## src/sar_ctl_defines.vh

```
/*
  Constants for the converter control block: register offsets, field
  positions, response codes and timing counts.
  Assumes inclusion by bare name from the design file.
*/
`ifndef SAR_CTL_DEFINES_VH
`define SAR_CTL_DEFINES_VH

`define OFS_CHREF 12'h000
`define OFS_CSA 12'h004
`define OFS_CSB 12'h008
`define OFS_RES 12'h00c
`define OFS_SAMP 12'h010

`define CSA_EN 7
`define CSA_SC 6
`define CSA_ATE 5
`define CSA_IF 4
`define CSA_PS_LO 0
`define CSA_PS_W 3

`define CHREF_CH_LO 0
`define CHREF_CH_W 4
`define CHREF_LAR 5
`define CHREF_REF_LO 6
`define CHREF_REF_W 3

`define CSB_TS_LO 0
`define CSB_TS_W 3
`define TS_FREE 3'h0

`define CH_TEMP 4'hf

`define CYC_NORMAL 5'd13
`define CYC_FIRST 5'd25
`define SH_NORMAL_HALF 6'd3
`define SH_FIRST_HALF 6'd27
`define SH_AUTO_HALF 6'd4

`define RESP_OKAY 2'b00
`define RESP_SLVERR 2'b10

`endif

```

## src/sar_adc_conversion_control.v

```verilog
/*
  Conversion control of a 10-bit successive-approximation converter with an
  AXI4-Lite register slave, prescaler, sequencer and result read-order lock.
  Assumes the analog core delivers its result word on sar_result_i, and that
  trigger sources and the sleep indication are synchronous to ref_clk_i.
*/
// The register addresses and the AXI4-Lite slave port are this design's own decisions.
// How it works
// Result is 10 bits over two bytes, right-justified unless left adjust is set.
// Reading the low byte locks result updates until the high byte is read; here a written result locks and a result-word read unlocks.
// Completion flag still sets when a locked result is discarded.
// Start bit begins conversion, reads one while busy, cleared at single-mode end.
// Channel change mid-conversion applies only after the current one ends.
// Trigger rising edge resets the prescaler and starts a conversion.
// Trigger held high at end, or edges while busy, start nothing.
// Trigger flags set regardless; software clears them before the next event.
// Completion flag as trigger runs free; first conversion needs a start write.
// Nothing converts and selections are ignored until enable is set.
// Prescaler counts while enabled and is held in reset while disabled.
// A start-bit write begins on the next converter clock rising edge.
// Normal conversion 13 converter cycles, first after enable 25.
// Sample-and-hold at 1.5 cycles normally, 13.5 on the first conversion.
// At end write result and set flag together; single mode clears start.
// Auto-triggered sample-and-hold two converter cycles after the trigger edge.
// Software keeps converter clock between 50 and 200 kHz.
// Channel code 1111 selects the temperature sensor.
// Channel field chooses single-ended or differential inputs and gain.
// Three-bit reference field chooses the conversion reference.
// Selections track writes until start, freeze, resume in the last cycle.
// Sleep in single mode with enable starts a conversion once halted.
// Prescaler divides the system clock by a factor from the divider field.
`timescale 1ns/1ns
`include "sar_ctl_defines.vh"

module sar_adc_conversion_control #(
  parameter TRIG_W = 8
) (
  input wire ref_clk_i, // System clock, 125 MHz
  input wire rst_n_i, // Asynchronous reset, active low
  input wire clk_en_i, // Freezes all state while low
  input wire [11:0] s_axi_awaddr, // Write address
  input wire s_axi_awvalid, // Write address valid
  output wire s_axi_awready, // Write address ready
  input wire [31:0] s_axi_wdata, // Write data
  input wire [3:0] s_axi_wstrb, // Write byte strobes
  input wire s_axi_wvalid, // Write data valid
  output wire s_axi_wready, // Write data ready
  output reg [1:0] s_axi_bresp, // Write response
  output reg s_axi_bvalid, // Write response valid
  input wire s_axi_bready, // Write response ready
  input wire [11:0] s_axi_araddr, // Read address
  input wire s_axi_arvalid, // Read address valid
  output wire s_axi_arready, // Read address ready
  output reg [31:0] s_axi_rdata, // Read data
  output reg [1:0] s_axi_rresp, // Read response
  output reg s_axi_rvalid, // Read data valid
  input wire s_axi_rready, // Read data ready
  input wire [TRIG_W-1:0] trig_flags_i, // Trigger source flags, index 0 unused
  input wire cpu_halted_sleep_i, // Processor halted in idle or noise-reduction sleep
  input wire [9:0] sar_result_i, // Analog core result word
  output reg [3:0] input_channel_select_o, // Frozen channel selection to the mux
  output reg [2:0] reference_select_field_o, // Frozen reference selection
  output reg temp_sensor_sel_o, // Temperature sensor routed to the converter
  output reg converter_on_o, // Analog core powered
  output reg sample_hold_o, // One-cycle sample-and-hold strobe
  output reg busy_o // Conversion in progress
);

  localparam ST_IDLE = 3'b001;
  localparam ST_WAIT = 3'b010;
  localparam ST_CONV = 3'b100;

  reg [3:0] chsel_r;
  reg left_adjust_select_r;
  reg [2:0] refsel_r;
  reg converter_enable_bit_r;
  reg start_conversion_bit_r;
  reg auto_trigger_enable_r;
  reg conversion_complete_flag_r;
  reg [2:0] clock_divider_select_r;
  reg [2:0] trigger_source_select_r;
  reg [9:0] result_r;
  reg lock_r;
  reg first_r;
  reg [2:0] state_r;
  reg [7:0] pre_r;
  reg [5:0] half_r;
  reg [5:0] sh_half_r;
  reg [4:0] total_r;
  reg trig_d_r;
  reg sleep_d_r;
  reg aw_hold_r;
  reg w_hold_r;
  reg [11:0] aw_addr_r;
  reg [31:0] w_data_r;
  reg [3:0] w_strb_r;

  // Divide factor 2^(sel+1); the encoding is a free choice of this block
  function [7:0] div_mask;
    input [2:0] sel;
    begin
      div_mask = (8'h02 << sel) - 8'h01;
    end
  endfunction

  function [7:0] lane;
    input [31:0] d;
    input [3:0] s;
    input [7:0] old;
    begin
      lane = s[0] ? d[7:0] : old;
    end
  endfunction

  wire [7:0] mask = div_mask(clock_divider_select_r);
  // Half-cycle ticks at the midpoint and end of each converter clock period
  wire tick_full = converter_enable_bit_r && ((pre_r & mask) == mask);
  wire tick_half = converter_enable_bit_r && ((pre_r & mask) == (mask >> 1));
  wire tick = tick_full | tick_half;

  wire trig_sel = trig_flags_i[trigger_source_select_r];
  wire free_run = auto_trigger_enable_r && (trigger_source_select_r == `TS_FREE);
  wire trig_edge = auto_trigger_enable_r && !free_run && trig_sel && !trig_d_r;
  wire sleep_start = cpu_halted_sleep_i && !sleep_d_r && !auto_trigger_enable_r;

  wire [15:0] res_adj = left_adjust_select_r ? {result_r, 6'h00} : {6'h00, result_r};

  // Handshake: each address and data beat is captured on its own, response after both
  assign s_axi_awready = clk_en_i && !aw_hold_r && !s_axi_bvalid;
  assign s_axi_wready = clk_en_i && !w_hold_r && !s_axi_bvalid;
  assign s_axi_arready = clk_en_i && !s_axi_rvalid;

  wire aw_ok = aw_hold_r || (s_axi_awvalid && s_axi_awready);
  wire w_ok = w_hold_r || (s_axi_wvalid && s_axi_wready);
  wire [11:0] wa = aw_hold_r ? aw_addr_r : s_axi_awaddr;
  wire [31:0] wd = w_hold_r ? w_data_r : s_axi_wdata;
  wire [3:0] ws = w_hold_r ? w_strb_r : s_axi_wstrb;
  wire wr_fire = aw_ok && w_ok && !s_axi_bvalid;
  wire rd_fire = s_axi_arvalid && s_axi_arready;
  wire wr_csa = wr_fire && (wa == `OFS_CSA) && ws[0];
  wire wr_chref = wr_fire && (wa == `OFS_CHREF) && ws[0];
  wire wr_csb = wr_fire && (wa == `OFS_CSB) && ws[0];
  wire rd_res = rd_fire && (s_axi_araddr == `OFS_RES);
  wire wr_known = (wa == `OFS_CHREF) || (wa == `OFS_CSA) || (wa == `OFS_CSB) ||
                  (wa == `OFS_RES) || (wa == `OFS_SAMP);
  wire [7:0] csa_new = lane(wd, ws, 8'h00);
  wire start_write = wr_csa && csa_new[`CSA_SC];

  wire conv_end = (state_r == ST_CONV) && tick_full && (total_r == 5'd1);
  wire last_cycle = (state_r == ST_CONV) && (total_r == 5'd1);

  always @(posedge ref_clk_i or negedge rst_n_i)
  begin
    if (!rst_n_i)
    begin
      aw_hold_r <= 1'b0;
      w_hold_r <= 1'b0;
      aw_addr_r <= 12'h000;
      w_data_r <= 32'h00000000;
      w_strb_r <= 4'h0;
      s_axi_bvalid <= 1'b0;
      s_axi_bresp <= `RESP_OKAY;
      s_axi_rvalid <= 1'b0;
      s_axi_rresp <= `RESP_OKAY;
      s_axi_rdata <= 32'h00000000;
    end
    else if (clk_en_i)
    begin
      if (s_axi_awvalid && s_axi_awready && !wr_fire)
      begin
        aw_hold_r <= 1'b1;
        aw_addr_r <= s_axi_awaddr;
      end
      if (s_axi_wvalid && s_axi_wready && !wr_fire)
      begin
        w_hold_r <= 1'b1;
        w_data_r <= s_axi_wdata;
        w_strb_r <= s_axi_wstrb;
      end
      if (wr_fire)
      begin
        aw_hold_r <= 1'b0;
        w_hold_r <= 1'b0;
        s_axi_bvalid <= 1'b1;
        s_axi_bresp <= wr_known ? `RESP_OKAY : `RESP_SLVERR;
      end
      else if (s_axi_bready)
        s_axi_bvalid <= 1'b0;
      if (rd_fire)
      begin
        s_axi_rvalid <= 1'b1;
        s_axi_rresp <= `RESP_OKAY;
        case (s_axi_araddr)
          `OFS_CHREF: s_axi_rdata <= {23'h000000, refsel_r, 1'b0, left_adjust_select_r,
                                      chsel_r};
          `OFS_CSA: s_axi_rdata <= {24'h000000, converter_enable_bit_r,
                                    start_conversion_bit_r | busy_o,
                                    auto_trigger_enable_r, conversion_complete_flag_r,
                                    1'b0, clock_divider_select_r};
          `OFS_CSB: s_axi_rdata <= {29'h00000000, trigger_source_select_r};
          `OFS_RES: s_axi_rdata <= {16'h0000, res_adj};
          `OFS_SAMP: s_axi_rdata <= {26'h0000000, half_r};
          default:
          begin
            s_axi_rdata <= 32'h00000000;
            s_axi_rresp <= `RESP_SLVERR;
          end
        endcase
      end
      else if (s_axi_rready)
        s_axi_rvalid <= 1'b0;
    end
  end

  always @(posedge ref_clk_i or negedge rst_n_i)
  begin
    if (!rst_n_i)
    begin
      chsel_r <= 4'h0;
      left_adjust_select_r <= 1'b0;
      refsel_r <= 3'h0;
      converter_enable_bit_r <= 1'b0;
      start_conversion_bit_r <= 1'b0;
      auto_trigger_enable_r <= 1'b0;
      conversion_complete_flag_r <= 1'b0;
      clock_divider_select_r <= 3'h0;
      trigger_source_select_r <= 3'h0;
      result_r <= 10'h000;
      lock_r <= 1'b0;
      first_r <= 1'b1;
      state_r <= ST_IDLE;
      pre_r <= 8'h00;
      half_r <= 6'h00;
      sh_half_r <= 6'h00;
      total_r <= 5'h00;
      trig_d_r <= 1'b0;
      sleep_d_r <= 1'b0;
      input_channel_select_o <= 4'h0;
      reference_select_field_o <= 3'h0;
      temp_sensor_sel_o <= 1'b0;
      converter_on_o <= 1'b0;
      sample_hold_o <= 1'b0;
      busy_o <= 1'b0;
    end
    else if (clk_en_i)
    begin
      trig_d_r <= trig_sel;
      sleep_d_r <= cpu_halted_sleep_i;
      sample_hold_o <= 1'b0;
      converter_on_o <= converter_enable_bit_r;
      if (wr_chref)
      begin
        chsel_r <= csa_new[`CHREF_CH_LO +: `CHREF_CH_W];
        left_adjust_select_r <= csa_new[`CHREF_LAR];
        refsel_r <= {wd[8], csa_new[7:6]};
      end
      if (wr_csb)
        trigger_source_select_r <= csa_new[`CSB_TS_LO +: `CSB_TS_W];
      if (wr_csa)
      begin
        converter_enable_bit_r <= csa_new[`CSA_EN];
        auto_trigger_enable_r <= csa_new[`CSA_ATE];
        clock_divider_select_r <= csa_new[`CSA_PS_LO +: `CSA_PS_W];
        if (csa_new[`CSA_SC] && csa_new[`CSA_EN])
          start_conversion_bit_r <= 1'b1;
        if (!csa_new[`CSA_EN])
          first_r <= 1'b1;
      end
      // Write-one clears the flag, but a completion in the same cycle wins
      if (conv_end)
        conversion_complete_flag_r <= 1'b1;
      else if (wr_csa && csa_new[`CSA_IF])
        conversion_complete_flag_r <= 1'b0;
      // Low byte and high byte share one word here, so a written result sets the lock
      // and a full-word read clears it; byte reads through strobes are not possible on reads
      if (rd_res)
        lock_r <= 1'b0;
      // Prescaler held in reset while disabled or on a trigger edge while idle
      if (!converter_enable_bit_r)
        pre_r <= 8'h00;
      else if (trig_edge && state_r == ST_IDLE)
        pre_r <= 8'h00;
      else
        pre_r <= pre_r + 8'h01;
      // Selections follow the registers while enabled, except while a conversion holds them
      if (converter_enable_bit_r && (state_r != ST_CONV || last_cycle))
      begin
        input_channel_select_o <= chsel_r;
        reference_select_field_o <= refsel_r;
        temp_sensor_sel_o <= (chsel_r == `CH_TEMP);
      end
      if (!converter_enable_bit_r)
      begin
        state_r <= ST_IDLE;
        busy_o <= 1'b0;
        start_conversion_bit_r <= 1'b0;
      end
      else
      begin
        case (state_r)
          ST_IDLE:
          begin
            // Edges while busy never reach here, so they are dropped
            if (trig_edge)
            begin
              state_r <= ST_CONV;
              busy_o <= 1'b1;
              half_r <= 6'h00;
              sh_half_r <= `SH_AUTO_HALF;
              total_r <= first_r ? `CYC_FIRST : `CYC_NORMAL;
            end
            else if (start_conversion_bit_r || start_write || sleep_start)
            begin
              state_r <= ST_WAIT;
              start_conversion_bit_r <= 1'b1;
              busy_o <= 1'b1;
            end
          end
          ST_WAIT:
          begin
            if (tick_full)
            begin
              state_r <= ST_CONV;
              half_r <= 6'h00;
              sh_half_r <= first_r ? `SH_FIRST_HALF : `SH_NORMAL_HALF;
              total_r <= first_r ? `CYC_FIRST : `CYC_NORMAL;
            end
          end
          ST_CONV:
          begin
            if (tick)
            begin
              half_r <= half_r + 6'h01;
              if (half_r + 6'h01 == sh_half_r)
                sample_hold_o <= 1'b1;
            end
            if (tick_full)
              total_r <= total_r - 5'd1;
            if (conv_end)
            begin
              first_r <= 1'b0;
              if (!lock_r)
              begin
                result_r <= sar_result_i;
                lock_r <= 1'b1;
              end
              if (free_run)
              begin
                // Back to back with the start bit left high
                half_r <= 6'h00;
                sh_half_r <= `SH_NORMAL_HALF;
                total_r <= `CYC_NORMAL;
              end
              else
              begin
                state_r <= ST_IDLE;
                busy_o <= 1'b0;
                start_conversion_bit_r <= 1'b0;
              end
            end
          end
          default:
          begin
            state_r <= ST_IDLE;
            busy_o <= 1'b0;
          end
        endcase
      end
    end
  end

endmodule

```

## config.mk

```make
export PLATFORM = sky130hd
export DESIGN_NAME = sar_adc_conversion_control
export DESIGN_NICKNAME = d
export VERILOG_FILES = /design/src/sar_adc_conversion_control.v
export VERILOG_INCLUDE_DIRS = /design/src
export SDC_FILE = /design/constraint.sdc
export NUM_CORES = 1
export LEC_CHECK = 0
export ABC_AREA = 1
export CAP_MARGIN = 0
export CELL_PAD_IN_SITES_DETAIL_PLACEMENT = 1
export CELL_PAD_IN_SITES_GLOBAL_PLACEMENT = 1
export CORE_ASPECT_RATIO = 0.7
export CORE_UTILIZATION = 43
export CTS_BUF_LIST = sky130_fd_sc_hd__clkbuf_4
export CTS_CLUSTER_SIZE = 16
export DETAILED_ROUTE_END_ITERATION = 10
export DONT_BUFFER_PORTS = 1
export PLACE_DENSITY_LB_ADDON = 0.1
export SLEW_MARGIN = 20
export SYNTH_ARGS = -nofsm -noshare
export SYNTH_HDL_FRONTEND = slang
export SYNTH_SLANG_ARGS = --single-unit
```

## constraint.sdc

```tcl
create_clock -name ref_clk_i -period 1.8 [get_ports ref_clk_i]
set_clock_uncertainty 0.1 [all_clocks]
set_input_delay 0.36 -clock ref_clk_i [delete_from_list [all_inputs] [get_ports ref_clk_i]]
set_output_delay 0.36 -clock ref_clk_i [all_outputs]
set_load 0.01 [all_outputs]
```

# == Yosys cells after proc, flatten, opt, wreduce, memory -nomap -nowiden ==
# Cells that the tools add are included.
# classes
n_addsub,4
magnitude_cmp,1
n_eq_ne,26
shift,1
mux,76
bitwise,4
reduce_logical,81
# op_table
op,count
case mux 16 bit (5 select lines),1
two-way mux 6 bit,9
== test 12 x 4 -> 1 bit (second input constant),4
two-way mux 1 bit,38
case mux 6 bit (3 select lines),2
logical AND 1 bit,35
two-way mux 5 bit,7
AND reduction 2 bit,13
== test 12 x 3 -> 1 bit (second input constant),2
== test 12 x 5 -> 1 bit (second input constant),2
zero test 12 bit,2
two-way mux 8 bit,3
AND reduction 5 bit,4
two-way mux 3 bit,6
two-way mux 16 bit,1
case mux 5 bit (3 select lines),1
two-way mux 12 bit,1
inequality test 3 bit (second input constant),4
inequality test 2 bit (second input constant),5
nonzero test 2 bit,5
zero test 1 bit,9
logical OR 1 bit,9
two-way mux 9 bit,1
case mux 3 bit (3 select lines),1
26 further kinds,28
# word_totals
register_bits,133
in_bits,87
out_inout_bits,52
wordCells,228

# == Longest topological paths before layout ==
# Gate-level depths: netlist of run 1.
# logic_depth
depth_word,16
mapped_depth,14

# == Worst setup path after synthesis of run 1 ==
# OpenSTA, ideal clock, no wires.
# synth_timing
path_type,register to register
startpoint,reg clock_divider_select_r[1]
endpoint,reg sh_half_r[3]
setup_ns,0.117
arrival_ns,1.594
setup_slack_ns,-0.011
stages_incl_launch_ff,15
path_buffers,2
period_less_slack_ns,1.811
cell_sequence,dfrtp_1 buf_6 nand2_1 nand2_1 nand2_1 nand2_1 nor2_4 nand2_4 nand2_2 nand2_4 nor2_8 nand2_4 buf_6 nand2_1 o21ai_2
# synth_via
elab_chain_cells,9
word_cells_on_any_way,10
cone_classes,add/sub (1); eq/ne (3); shift (1); bitwise (1); reduce/logical (4)
# synth_lines
element,line_no,source
from (decl),sar_adc_conversion_control.v:80,reg [2:0] clock_divider_select_r;
from (signal assigned),sar_adc_conversion_control.v:263,clock_divider_select_r <= csa_new[`CSA_PS_LO +: `CSA_PS_W];
left shift 2 x 3 -> 8 bit *,sar_adc_conversion_control.v:102,div_mask = (8'h02 << sel) - 8'h01;
subtractor 8 x 1 -> 8 bit *,sar_adc_conversion_control.v:102,
AND 8 bit,sar_adc_conversion_control.v:117,wire tick_full = converter_enable_bit_r && ((pre_r & mask) == mask);
== test 8 bit *,sar_adc_conversion_control.v:117,
logical AND 1 bit *,sar_adc_conversion_control.v:117,
logical AND 1 bit (2 in series),sar_adc_conversion_control.v:149,wire conv_end = (state_r == ST_CONV) && tick_full && (total_r == 5'd1);
inequality test 2 bit (no line),--,
AND reduction 7 bit (no line) *,--,
to (signal assigned),sar_adc_conversion_control.v:309,sh_half_r <= `SH_AUTO_HALF;
to (signal assigned),sar_adc_conversion_control.v:325,sh_half_r <= first_r ? `SH_FIRST_HALF : `SH_NORMAL_HALF;
to (signal assigned),sar_adc_conversion_control.v:351,sh_half_r <= `SH_NORMAL_HALF;
to (decl),sar_adc_conversion_control.v:88,reg [5:0] sh_half_r;
# Every way passes the cells marked *; elsewhere a longest branch is shown, timed or not.
# A chain may end at the register's enable or synchronous reset.

# == Worst setup path in the final report of run 1 ==
# layout_timing
startpoint,reg aw_hold_r
endpoint,reg first_r
# layout_via
elab_chain_cells,13
word_cells_on_any_way,15
cone_classes,eq/ne (1); mux (5); reduce/logical (9)
# layout_lines
element,line_no,source
from (decl),sar_adc_conversion_control.v:92,reg aw_hold_r;
from (signal assigned),sar_adc_conversion_control.v:156,aw_hold_r <= 1'b0;
from (signal assigned),sar_adc_conversion_control.v:171,aw_hold_r <= 1'b1;
from (signal assigned),sar_adc_conversion_control.v:182,aw_hold_r <= 1'b0;
zero test 1 bit,sar_adc_conversion_control.v:129,assign s_axi_awready = clk_en_i && !aw_hold_r && !s_axi_bvalid;
logical AND 1 bit (2 in series),sar_adc_conversion_control.v:129,
logical AND 1 bit,sar_adc_conversion_control.v:133,wire aw_ok = aw_hold_r || (s_axi_awvalid && s_axi_awready);
logical OR 1 bit,sar_adc_conversion_control.v:133,
logical AND 1 bit (2 in series),sar_adc_conversion_control.v:138,wire wr_fire = aw_ok && w_ok && !s_axi_bvalid;
logical AND 1 bit * (2 in series),sar_adc_conversion_control.v:140,wire wr_csa = wr_fire && (wa == `OFS_CSA) && ws[0];
two-way mux 1 bit *,sar_adc_conversion_control.v:259,if (wr_csa)
two-way mux 1 bit,sar_adc_conversion_control.v:339,if (conv_end)
two-way mux 1 bit,sar_adc_conversion_control.v:300,case (state_r)
two-way mux 1 bit *,sar_adc_conversion_control.v:292,if (!converter_enable_bit_r)
to (signal assigned),sar_adc_conversion_control.v:230,first_r <= 1'b1;
to (signal assigned),sar_adc_conversion_control.v:267,first_r <= 1'b1;
to (signal assigned),sar_adc_conversion_control.v:341,first_r <= 1'b0;
to (decl),sar_adc_conversion_control.v:84,reg first_r;
# Marks and branches as above.

==> impl_metrics.ini, run 1 <==
[status]
outcome = complete, but fails checks
violations = hold timing, setup timing

[route]
wl_um = 23020
drt_iter0_drc = 431
route.vias.total = 6171
drc = 0
viasPerCell = 5.371
routedWlPerCell_um = 20.04
ant_nets = 0
first_pass_iters = 5

[critical_path]
critPathKind = reg -> reg
rrSetupSlack_ns = -0.32
crit_required_ns = 2.15
crit_path_max_fanout = 8
arrival_ns = 2.47
endpoint_kind = register
start_kind = register

[synthesis]
syn_inst = 798
yosysMostFrequentCell = nand2_1
avgSynthCellArea_um2 = 7.720
synth_seq_cells = 112
yosys.area.top_type = dfrtp_1
yosysTopAreaCellShare_pct = 44.68
synth_flop_cell = dfrtp_1
synth_edf_count = 0
synth.cell_area_mm2 = 0.006161
ys_types = 47
synthArstFlopShare_pct = 100.0
ys_warn_count = 0
yosys-top-cells-count = nand2_1 (224), dfrtp_1 (110), inv_1 (101), nor2_1 (63), o21ai_0 (61)
ys_seq_area_share_pct = 45.53
synthTopCellsByArea = dfrtp_1 (45%), nand2_1 (14%), inv_1 (6.2%), o21ai_0 (5.0%), nand3_1 (4.4%)

[timing]
worst_slew_pin_slew_ns = 1.083
relSlewSlack_pct = 27.06
fin_ws_ns = -0.3230
holdWs_ns = -0.6145
fin_crit_sh_pct = 117.9
rsz0062_at_grt = yes
setup_viol = 69
max_freq_ghz = 0.4710
maxSlewViolCount = 0
period_minus_slack_ns = 2.123
tns_ns = -11.80
finalHoldViolCount = 112

[cells_and_area]
areaGrowthSynthToFinish_pct = 35.70
finalCoreUtilization_pct = 59.87
seqCellArea_mm2 = 0.002813
insertedDiodeCount = 0
fill_cells = 1686
multiInputGateArea_mm2 = 0.003323
final_nets = 1046
layoutNonFillerInstCount = 1149
drive_gt1_share_pct = 29.09

[grt]
grt_pass1_wl_um = 32400
grt_start_max_net_pins = 113
grt_use_total_pct = 28.54
overflow = 0
antenna_found_initial = 0
grt_pass1_vias = 6163

[pwr]
comb_power_share_pct = 38.1
p_per_area_mw_per_mm2 = 860.5
intPower_uw = 4365
p_clk_share_pct = 17.8
p_leak_uw = 0.004091
p_sw_uw = 2829
seqPwrFrac_pct = 44.1
power_uw = 7194
switching_share_pct = 39.32
irDropWorstVdd_mv = 0.6480

[clocking]
htree_levels = 3
cts_hold_buf = 37
clkLatencyLatePin_ns = 0.53
cts_buffers = 9
cts.sinks = 112
clockBufferDepth = 2
clk_pin_slew_ns = 0.21
cts_root_buf = clkbuf_4
cts_tree = built

[placed_design]
dp.cells = 1064
gp_congestion = 0.8789
io_buffers = 0
hpwl_um = 14170

[floorplan]
chipHeight_um = 102.1
dieArea_mm2 = 0.01482
start_util_pct = 44.12
rows = 36
io_pins = 139
core-area_mm2 = 0.01396
die_w_um = 145.1

[run]
drv_cap = 0

[worst_hold_path]
hp-class = in -> async
-- metrics by stage --
step / setup WS [ns] / area [um2]
floorplan: -0.01127 / 6225
CTS: -0.2158 / 7883
global route: -0.4173 / 8361
global placement: -0.2169 / 6952
detailed placement: -0.3388 / 6952
finish: -0.3230 / 8361
-- kinds of logic (layout without fill, tap and decap cells) --
kind of cell / after synthesis / after routing / share of synthesized area (%)
simple gates: 397 / 400 / 28.55
buf+inv: 143 / 284 / 10.46
compound gates: 118 / 118 / 10.93
flops: 112 / 112 / 45.53
mux: 12 / 12 / 2.092
xor+xnor: 11 / 11 / 1.564
fa+ha+maj: 4 / 4 / 0.8124
other cells: 1 / 18 / 0.06087
-- cell usage in the layout (no fill, tap or decap), types with 18 or more instances in the layout --
master	netlist	routed
buf_4	21	100
buf_6	3	21
conb_1	1	18
dfrtp_1	110	104
dlygate4sd3_1	0	37
inv_1	101	91
nand2_1	224	194
nand2_2	5	28
nand3_1	54	41
nor2_1	63	46
o21ai_0	61	44
-- routing by layer --
metal | share of wire, % | vias to the layer above | track usage [%] | wire length (um)
met5 | 0 | - | 0 | 0
met4 | 3.4 | 0 | 9.069 | 787
met3 | 4.7 | 54 | 5.179 | 1072
met2 | 49 | 178 | 49.30 | 11350
met1 | 43 | 3084 | 36.89 | 9812
li1 | - | 2855 | - | -
-- final timing paths --
path | cells past startpoint | startpoint | endpoint
worst max-delay path | 11 | aw_hold_r$_DFFE_PN0P_ | first_r$_DFFE_PN1P_
min in group ref_clk_i | 3 | s_axi_arvalid | s_axi_rvalid$_DFFE_PN0P_
worst min-delay path | 0 | rst_n_i | aw_hold_r$_DFFE_PN0P_
worst min register to register | 2 | state_r[0]$_DFFE_PN1P_ | state_r[0]$_DFFE_PN1P_
worst max register to register | 11 | aw_hold_r$_DFFE_PN0P_ | first_r$_DFFE_PN1P_
max in group asynchronous | 0 | rst_n_i | first_r$_DFFE_PN1P_
-- flip-flops by register name (all words and copies together), names as in the netlist, 4 cells and up --
name                    cells
w_data_r                    9
aw_addr_r                  12
s_axi_rdata                16
half_r                      6
chsel_r                     4
pre_r                       8
total_r                     5
input_channel_select_o      4
result_r                   10
-- worst max-delay path, cell delays in order (launching register included) --
cell      delay (ns)
dfrtp_2         0.55
clkinv_4        0.16
nor2_2          0.11
nand2_1         0.08
nand2_2         0.12
nand3_4         0.10
nor2_4          0.16
nand2_4         0.11
nor2_4          0.17
buf_6           0.13
nand2_2         0.06
a21oi_1         0.18
-- area by class of cell --
cell class	count	share of cell area [%]
clock buffers	9	0.8081
clock inverters	6	0.7483
inverters	106	5.103
multi-input cells	563	39.75
flip-flops and latches	112	33.64
well taps	190	2.843
repair buffers	162	17.02
repair inverters	1	0.08979
-- power by group through the flow --
| stage | logic (uW) | clock network (uW) | registers (uW) |
|---|---|---|---|
| floorplan | 1030 | 0 | 3080 |
| global placement | 1650 | 0 | 3120 |
| detailed placement | 1730 | 0 | 3150 |
| CTS | 2070 | 1300 | 3120 |
| global route | 2920 | 1420 | 3200 |
| finish | 2740 | 1280 | 3170 |
-- timing repair --
item,CTS,global route
gates cloned,1,4
hold endpoints to repair,158,112
buffers inserted,16,12
gates resized for setup,91,97
pin swaps,23,22
endpoints found under the setup margin,81,93
Power figures use the tool's default switching activity.
==> run 2, diff against run 1 <==
Settings changed: CORE_UTILIZATION 43 to 42, CTS_BUF_LIST sky130_fd_sc_hd__clkbuf_4 to unset, HOLD_SLACK_MARGIN set to 0.05.
==> impl_metrics.ini, run 2 (synthesis results as in run 1) <==
[status]
outcome = complete, but fails checks
violations = hold timing, setup timing

[route]
wl_um = 24250
routedWlPerCell_um = 21.38
first_pass_iters = 5
highest_layer = met4
route.vias.total = 6220
met3WireLength_um = 1356
drt_iter0_drc = 364
ant_nets = 0
drt-met1-wl_um = 10100
viasPerCell = 5.485
wl_met2_um = 12240
drc = 0

[floorplan]
rows = 36
chipHeight_um = 103.3
start_util_pct = 43.70
die_w_um = 146.8
io_pins = 139
core-area_mm2 = 0.01410
dieArea_mm2 = 0.01516

[cells_and_area]
final_nets = 1029
largest-register = s_axi_rdata
areaGrowthSynthToFinish_pct = 40.17
finalCoreUtilization_pct = 61.25
drive_gt1_share_pct = 33.51
largest_reg_flops = 16
fill_cells = 1640
final_common_cell = nand2_1
final_cell_mix = nand2_1 (168), dfrtp_1 (105), buf_4 (91)
layoutNonFillerInstCount = 1134
design_area_mm2 = 0.008636
top_regs = s_axi_rdata: 16 flops, aw_addr_r: 12 flops, result_r: 10 flops

[critical_path]
start_kind = register
crit_required_ns = 2.00
endpoint_kind = register
cpMaxStageDelayCell = dfrtp_2
crit_family = simple AND/OR/NAND/NOR gates
arrival_ns = 2.40
crit_path_max_fanout = 7
max_stage_delay_ns = 0.50
critPathKind = reg -> reg
path_cells = nor2_4 > buf_4 > o21ai_0 > o21ai_1 > nand3_1 > nor2_1 > nand2_1 > nand2_4 > nand2_8 > nand2_2 > nand2_1 > nor2_1
crit_buf_inv = 1

[clocking]
clkLatencyLatePin_ns = 0.38
cts_hold_buf = 25
cts_root_buf = clkbuf_16
htree_levels = 3
cts_buffers = 9
cts_tree = built
clk_pin_slew_ns = 0.09
clockBufferDepth = 2
cts.sinks = 112

[timing]
holdWs_ns = -0.4268
relSlewSlack_pct = 54.19
worst_slew_pin_slew_ns = 0.6848
rsz0062_at_grt = yes
finalHoldViolCount = 112
period_minus_slack_ns = 2.203
max_freq_ghz = 0.4539
maxSlewViolCount = 0
tns_ns = -10.22
setup_viol = 61
fin_ws_ns = -0.4031
fin_crit_sh_pct = 122.4

[placed_design]
hpwl_um = 14000
place_area_mm2 = 0.006892
io_buffers = 0
place_ws_ns = -0.2894
dp.cells = 1056
gp_congestion = 0.9108

[grt]
overflow = 0
antenna_found_initial = 1
grt_pass1_wl_um = 33890
grt_use_total_pct = 29.13
grt_pass1_vias = 6345
grt_start_max_net_pins = 113

[pwr]
p_leak_uw = 0.004161
p_per_area_mw_per_mm2 = 937.3
irDropWorstVdd_mv = 0.5500

[worst_hold_path]
hp-class = in -> async

[run]
drv_cap = 0
==> run 2: cell types whose count changed in the layout (fill, tap and decap cells not counted), sizes merged <==
cell         previous run  this run
clkbuf                 10         9
inv                   106       109
diode                   0         1
nand2                 235       236
nor2                   72        73
clkinv                  5         3
nand3                  57        56
clkinvlp                2         1
buf                   124       120
dlygate4sd3            37        25
==> run 2: path summary, 6_finish.rpt <==
kind	start	cells past startpoint	to	slack, ns
setup / recovery	clock_divider_select_r[1]$_DFFE_PN0P_	12	half_r[4]$_DFFE_PN0P_	-0.40
hold / removal	rst_n_i	0	s_axi_bresp[1]$_DFFE_PN0P_	-0.43
setup reg to reg	clock_divider_select_r[1]$_DFFE_PN0P_	12	half_r[4]$_DFFE_PN0P_	-0.40
hold reg to reg	w_data_r[8]$_DFFE_PN0P_	2	w_data_r[8]$_DFFE_PN0P_	0.39
max in group asynchronous	rst_n_i	0	aw_hold_r$_DFFE_PN0P_	1.80
min in group ref_clk_i	s_axi_wdata[8]	2	w_data_r[8]$_DFFE_PN0P_	0.06
==> run 2: per-stage QoR <==
stage                     hold slack [ns]  power, uW
final                             -0.4268       8094
after global routing              -0.4330       8419
after CTS                         -0.4340       7330
after detailed placement         -0.03174       4901
after global placement           -0.03152       4797
after floorplan                  -0.03559       4104
==> run 2: worst reg2reg max path, stage by stage, from the launching register on <==
cell and delay, ns:
dfrtp_2 0.50, nor2_4 0.17, buf_4 0.13, o21ai_0 0.11, o21ai_1 0.18, nand3_1 0.16, nor2_1 0.15, nand2_1 0.11
nand2_4 0.17, nand2_8 0.09, nand2_2 0.07, nand2_1 0.07, nor2_1 0.12
==> run 2: final cells by class <==
type / instances / area [um2] / share of cell area, %
clock inverters: 7 / 90.09 / 1.043
diodes: 1 / 2.502 / 0.02898
repair buffers: 145 / 1295 / 15.00
inverters: 106 / 427.9 / 4.955
well taps: 190 / 237.7 / 2.753
clock buffers: 9 / 225.2 / 2.608
multi-input cells: 564 / 3546 / 41.06
flip-flops and latches: 112 / 2811 / 32.56
==> run 2: where the power goes <==
part | leakage, uW | total (uW) | internal [uW] | switching (uW)
clock network | 0.000150 | 2160 | 1010 | 1150
registers | 0.00144 | 3140 | 2860 | 280
logic | 0.00257 | 2790 | 1230 | 1560
total | 0.00416 | 8090 | 5100 | 2990
==> run 2: layer usage <==
| layer | GRT usage [%] | vias to the layer above |
|---|---|---|
| li1 | - | 2817 |
| met1 | 36.93 | 3151 |
| met2 | 49.36 | 201 |
| met3 | 7.061 | 51 |
| met4 | 9.936 | 0 |
| met5 | 0 | - |
==> run 2: timing repair <==
action	in CTS	in global routing
gates resized for setup	111	142
gates cloned	3	2
pin swaps	17	46
buffers inserted	13	20
endpoints found under the setup margin	70	78
endpoints found under the hold margin	146	112
==> run 3, diff against run 2 <==
Settings changed: CORE_UTILIZATION 42 to 43, CTS_BUF_LIST set to sky130_fd_sc_hd__clkbuf_8.
==> impl_metrics.ini, run 3 (synthesis results as in run 1) <==
[status]
outcome = complete, but fails checks
violations = hold timing, setup timing

[timing]
setup_viol = 68
fin_ws_ns = -0.3832
tns_ns = -13.14
finalHoldViolCount = 112
period_minus_slack_ns = 2.183
worst_slew_pin_slew_ns = 1.003
holdWs_ns = -0.4834
relSlewSlack_pct = 32.45
rsz0062_at_grt = yes
fin_crit_sh_pct = 121.3
maxSlewViolCount = 0
max_freq_ghz = 0.4580

[clocking]
cts.sinks = 112
cts_hold_buf = 35
cts_buffers = 9
cts_root_buf = clkbuf_8
htree_levels = 3
clkLatencyLatePin_ns = 0.43
clk_pin_slew_ns = 0.14
cts_tree = built
clockBufferDepth = 2

[critical_path]
cpMaxStageDelayCell = dfrtp_2
crit_family = simple AND/OR/NAND/NOR gates
rrSetupSlack_ns = -0.38
critPathKind = reg -> reg
cp.depth = 13
timing.rr.start = aw_hold_r$_DFFE_PN0P_
arrival_ns = 2.44
worstSetupStartpoint = aw_hold_r$_DFFE_PN0P_
max_stage_delay_ns = 0.51
endpoint_kind = register
crit_path_max_fanout = 8
start_kind = register
path_common_cell = nand2_1
worstSetupEndpoint = start_conversion_bit_r$_DFFE_PN0P_
crit_required_ns = 2.05
crit_buf_inv = 2
worstReg2RegEnd = start_conversion_bit_r$_DFFE_PN0P_
path_cells = clkinv_4 > nand2_2 > nand2_2 > nor2_4 > buf_4 > nand3_1 > nor2_1 > nand2_2 > o21bai_4 > nand2_1 > nand2_1 > nand2_1 > nand2_1
r2r_cells = 13

[grt]
overflow = 0
grt_pass1_vias = 6229
antenna_found_initial = 0
grt_pass1_wl_um = 32840
grt_start_max_net_pins = 113
grt_use_total_pct = 28.77

[pwr]
irDropWorstVdd_mv = 0.6491
p_per_area_mw_per_mm2 = 895.0
comb_power_share_pct = 38.3
p_leak_uw = 0.004206
intPower_uw = 4690
p_sw_uw = 3000
seqPwrFrac_pct = 41.3
p_clk_share_pct = 20.4
switching_share_pct = 39.01

[route]
routedWlPerCell_um = 21.06
drt-met1-wl_um = 10110
highest_layer = met4
first_pass_iters = 5
wl_um = 24370
wl_met2_um = 12030
route.vias.total = 6394
drt_iter0_drc = 387
ant_nets = 0
met3WireLength_um = 1444
drc = 0
viasPerCell = 5.526

[cells_and_area]
drive_gt1_share_pct = 31.99
final_common_cell = nand2_1
largest-register = s_axi_rdata
final_nets = 1053
largest_reg_flops = 16
final_cell_mix = nand2_1 (188), buf_4 (109), dfrtp_1 (104)
design_area_mm2 = 0.008592
fill_cells = 1666
top_regs = s_axi_rdata: 16 flops, aw_addr_r: 12 flops, result_r: 10 flops
areaGrowthSynthToFinish_pct = 39.46

[worst_hold_path]
hp-class = in -> async

[placed_design]
io_buffers = 0
hpwl_um = 14170
place_ws_ns = -0.3388
place_area_mm2 = 0.006952
gp_congestion = 0.8789

[floorplan]
core-area_mm2 = 0.01396
dieArea_mm2 = 0.01482
start_util_pct = 44.12
chipHeight_um = 102.1
io_pins = 139
rows = 36
die_w_um = 145.1

[run]
drv_cap = 0
run 3: changes by cell type in the layout (fill, tap and decap cells not counted), sizes merged:
cell         delta
clkbuf          +1
inv             -2
clkinvlp        +1
dlygate4sd3    +10
nand3           +1
clkinv          +1
buf            +11
run 3: how the worst min path moves through the flow:
| stage | slack, ns | end | startpoint | cells past startpoint |
|---|---|---|---|---|
| final | -0.48 | s_axi_bresp[1]$_DFFE_PN0P_ | rst_n_i | 0 |
| after CTS | -0.48 | aw_addr_r[10]$_DFFE_PN0P_ | rst_n_i | 0 |
| after global routing | -0.50 | aw_addr_r[3]$_DFFE_PN0P_ | rst_n_i | 0 |
| after global placement | -0.03 | pre_r[2]$_DFFE_PN0P_ | rst_n_i | 0 |
| after detailed placement | -0.03 | pre_r[2]$_DFFE_PN0P_ | rst_n_i | 0 |
| after floorplan | -0.04 | auto_trigger_enable_r$_DFFE_PN0P_ | rst_n_i | 0 |
run 3: what timing repair did:
item	4_1_cts	5_1_grt
cloned	3	5
pin swaps	36	40
setup endpoints to repair	79	91
endpoints found under the hold margin	155	112
setup buffers	11	24
resized for setup	99	112
run 3: layer usage:
layer  track usage, %  vias to the layer above
met1            37.18                     3207
li1                 -                     2868
met3            5.536                       66
met5                0                        -
met4            8.097                        0
met2            49.93                      253
run 3: power by group through the flow:
stage | logic [uW] | registers, uW | clock network [uW]
4_1_cts | 2050 | 3110 | 1540
5_1_grt | 3120 | 3200 | 1670
3_3_place_gp | 1650 | 3120 | 0
2_1_floorplan | 1030 | 3080 | 0
6_report | 2950 | 3170 | 1570
3_5_place_dp | 1730 | 3150 | 0
run 3: per-stage QoR:
stage	power, uW	utilization, %	instances
5_1_grt	7989	61.51	1156
6_report	7690	61.53	1157
3_5_place_dp	4881	49.78	1064
2_1_floorplan	4104	-	815
3_3_place_gp	4766	49.78	1064
4_1_cts	6699	56.89	1128
run 3: cell type report:
class	count	area [um2]	area share [%]
multi-input combinational	565	3458	40.25
clock buffer	9	123.9	1.442
tap	190	237.7	2.767
inverter	106	419.2	4.878
sequential	112	2813	32.74
clock inverter	6	62.56	0.7281
timing repair buffer	167	1468	17.08
antenna	1	2.502	0.02912
timing repair inverter	1	7.507	0.08737
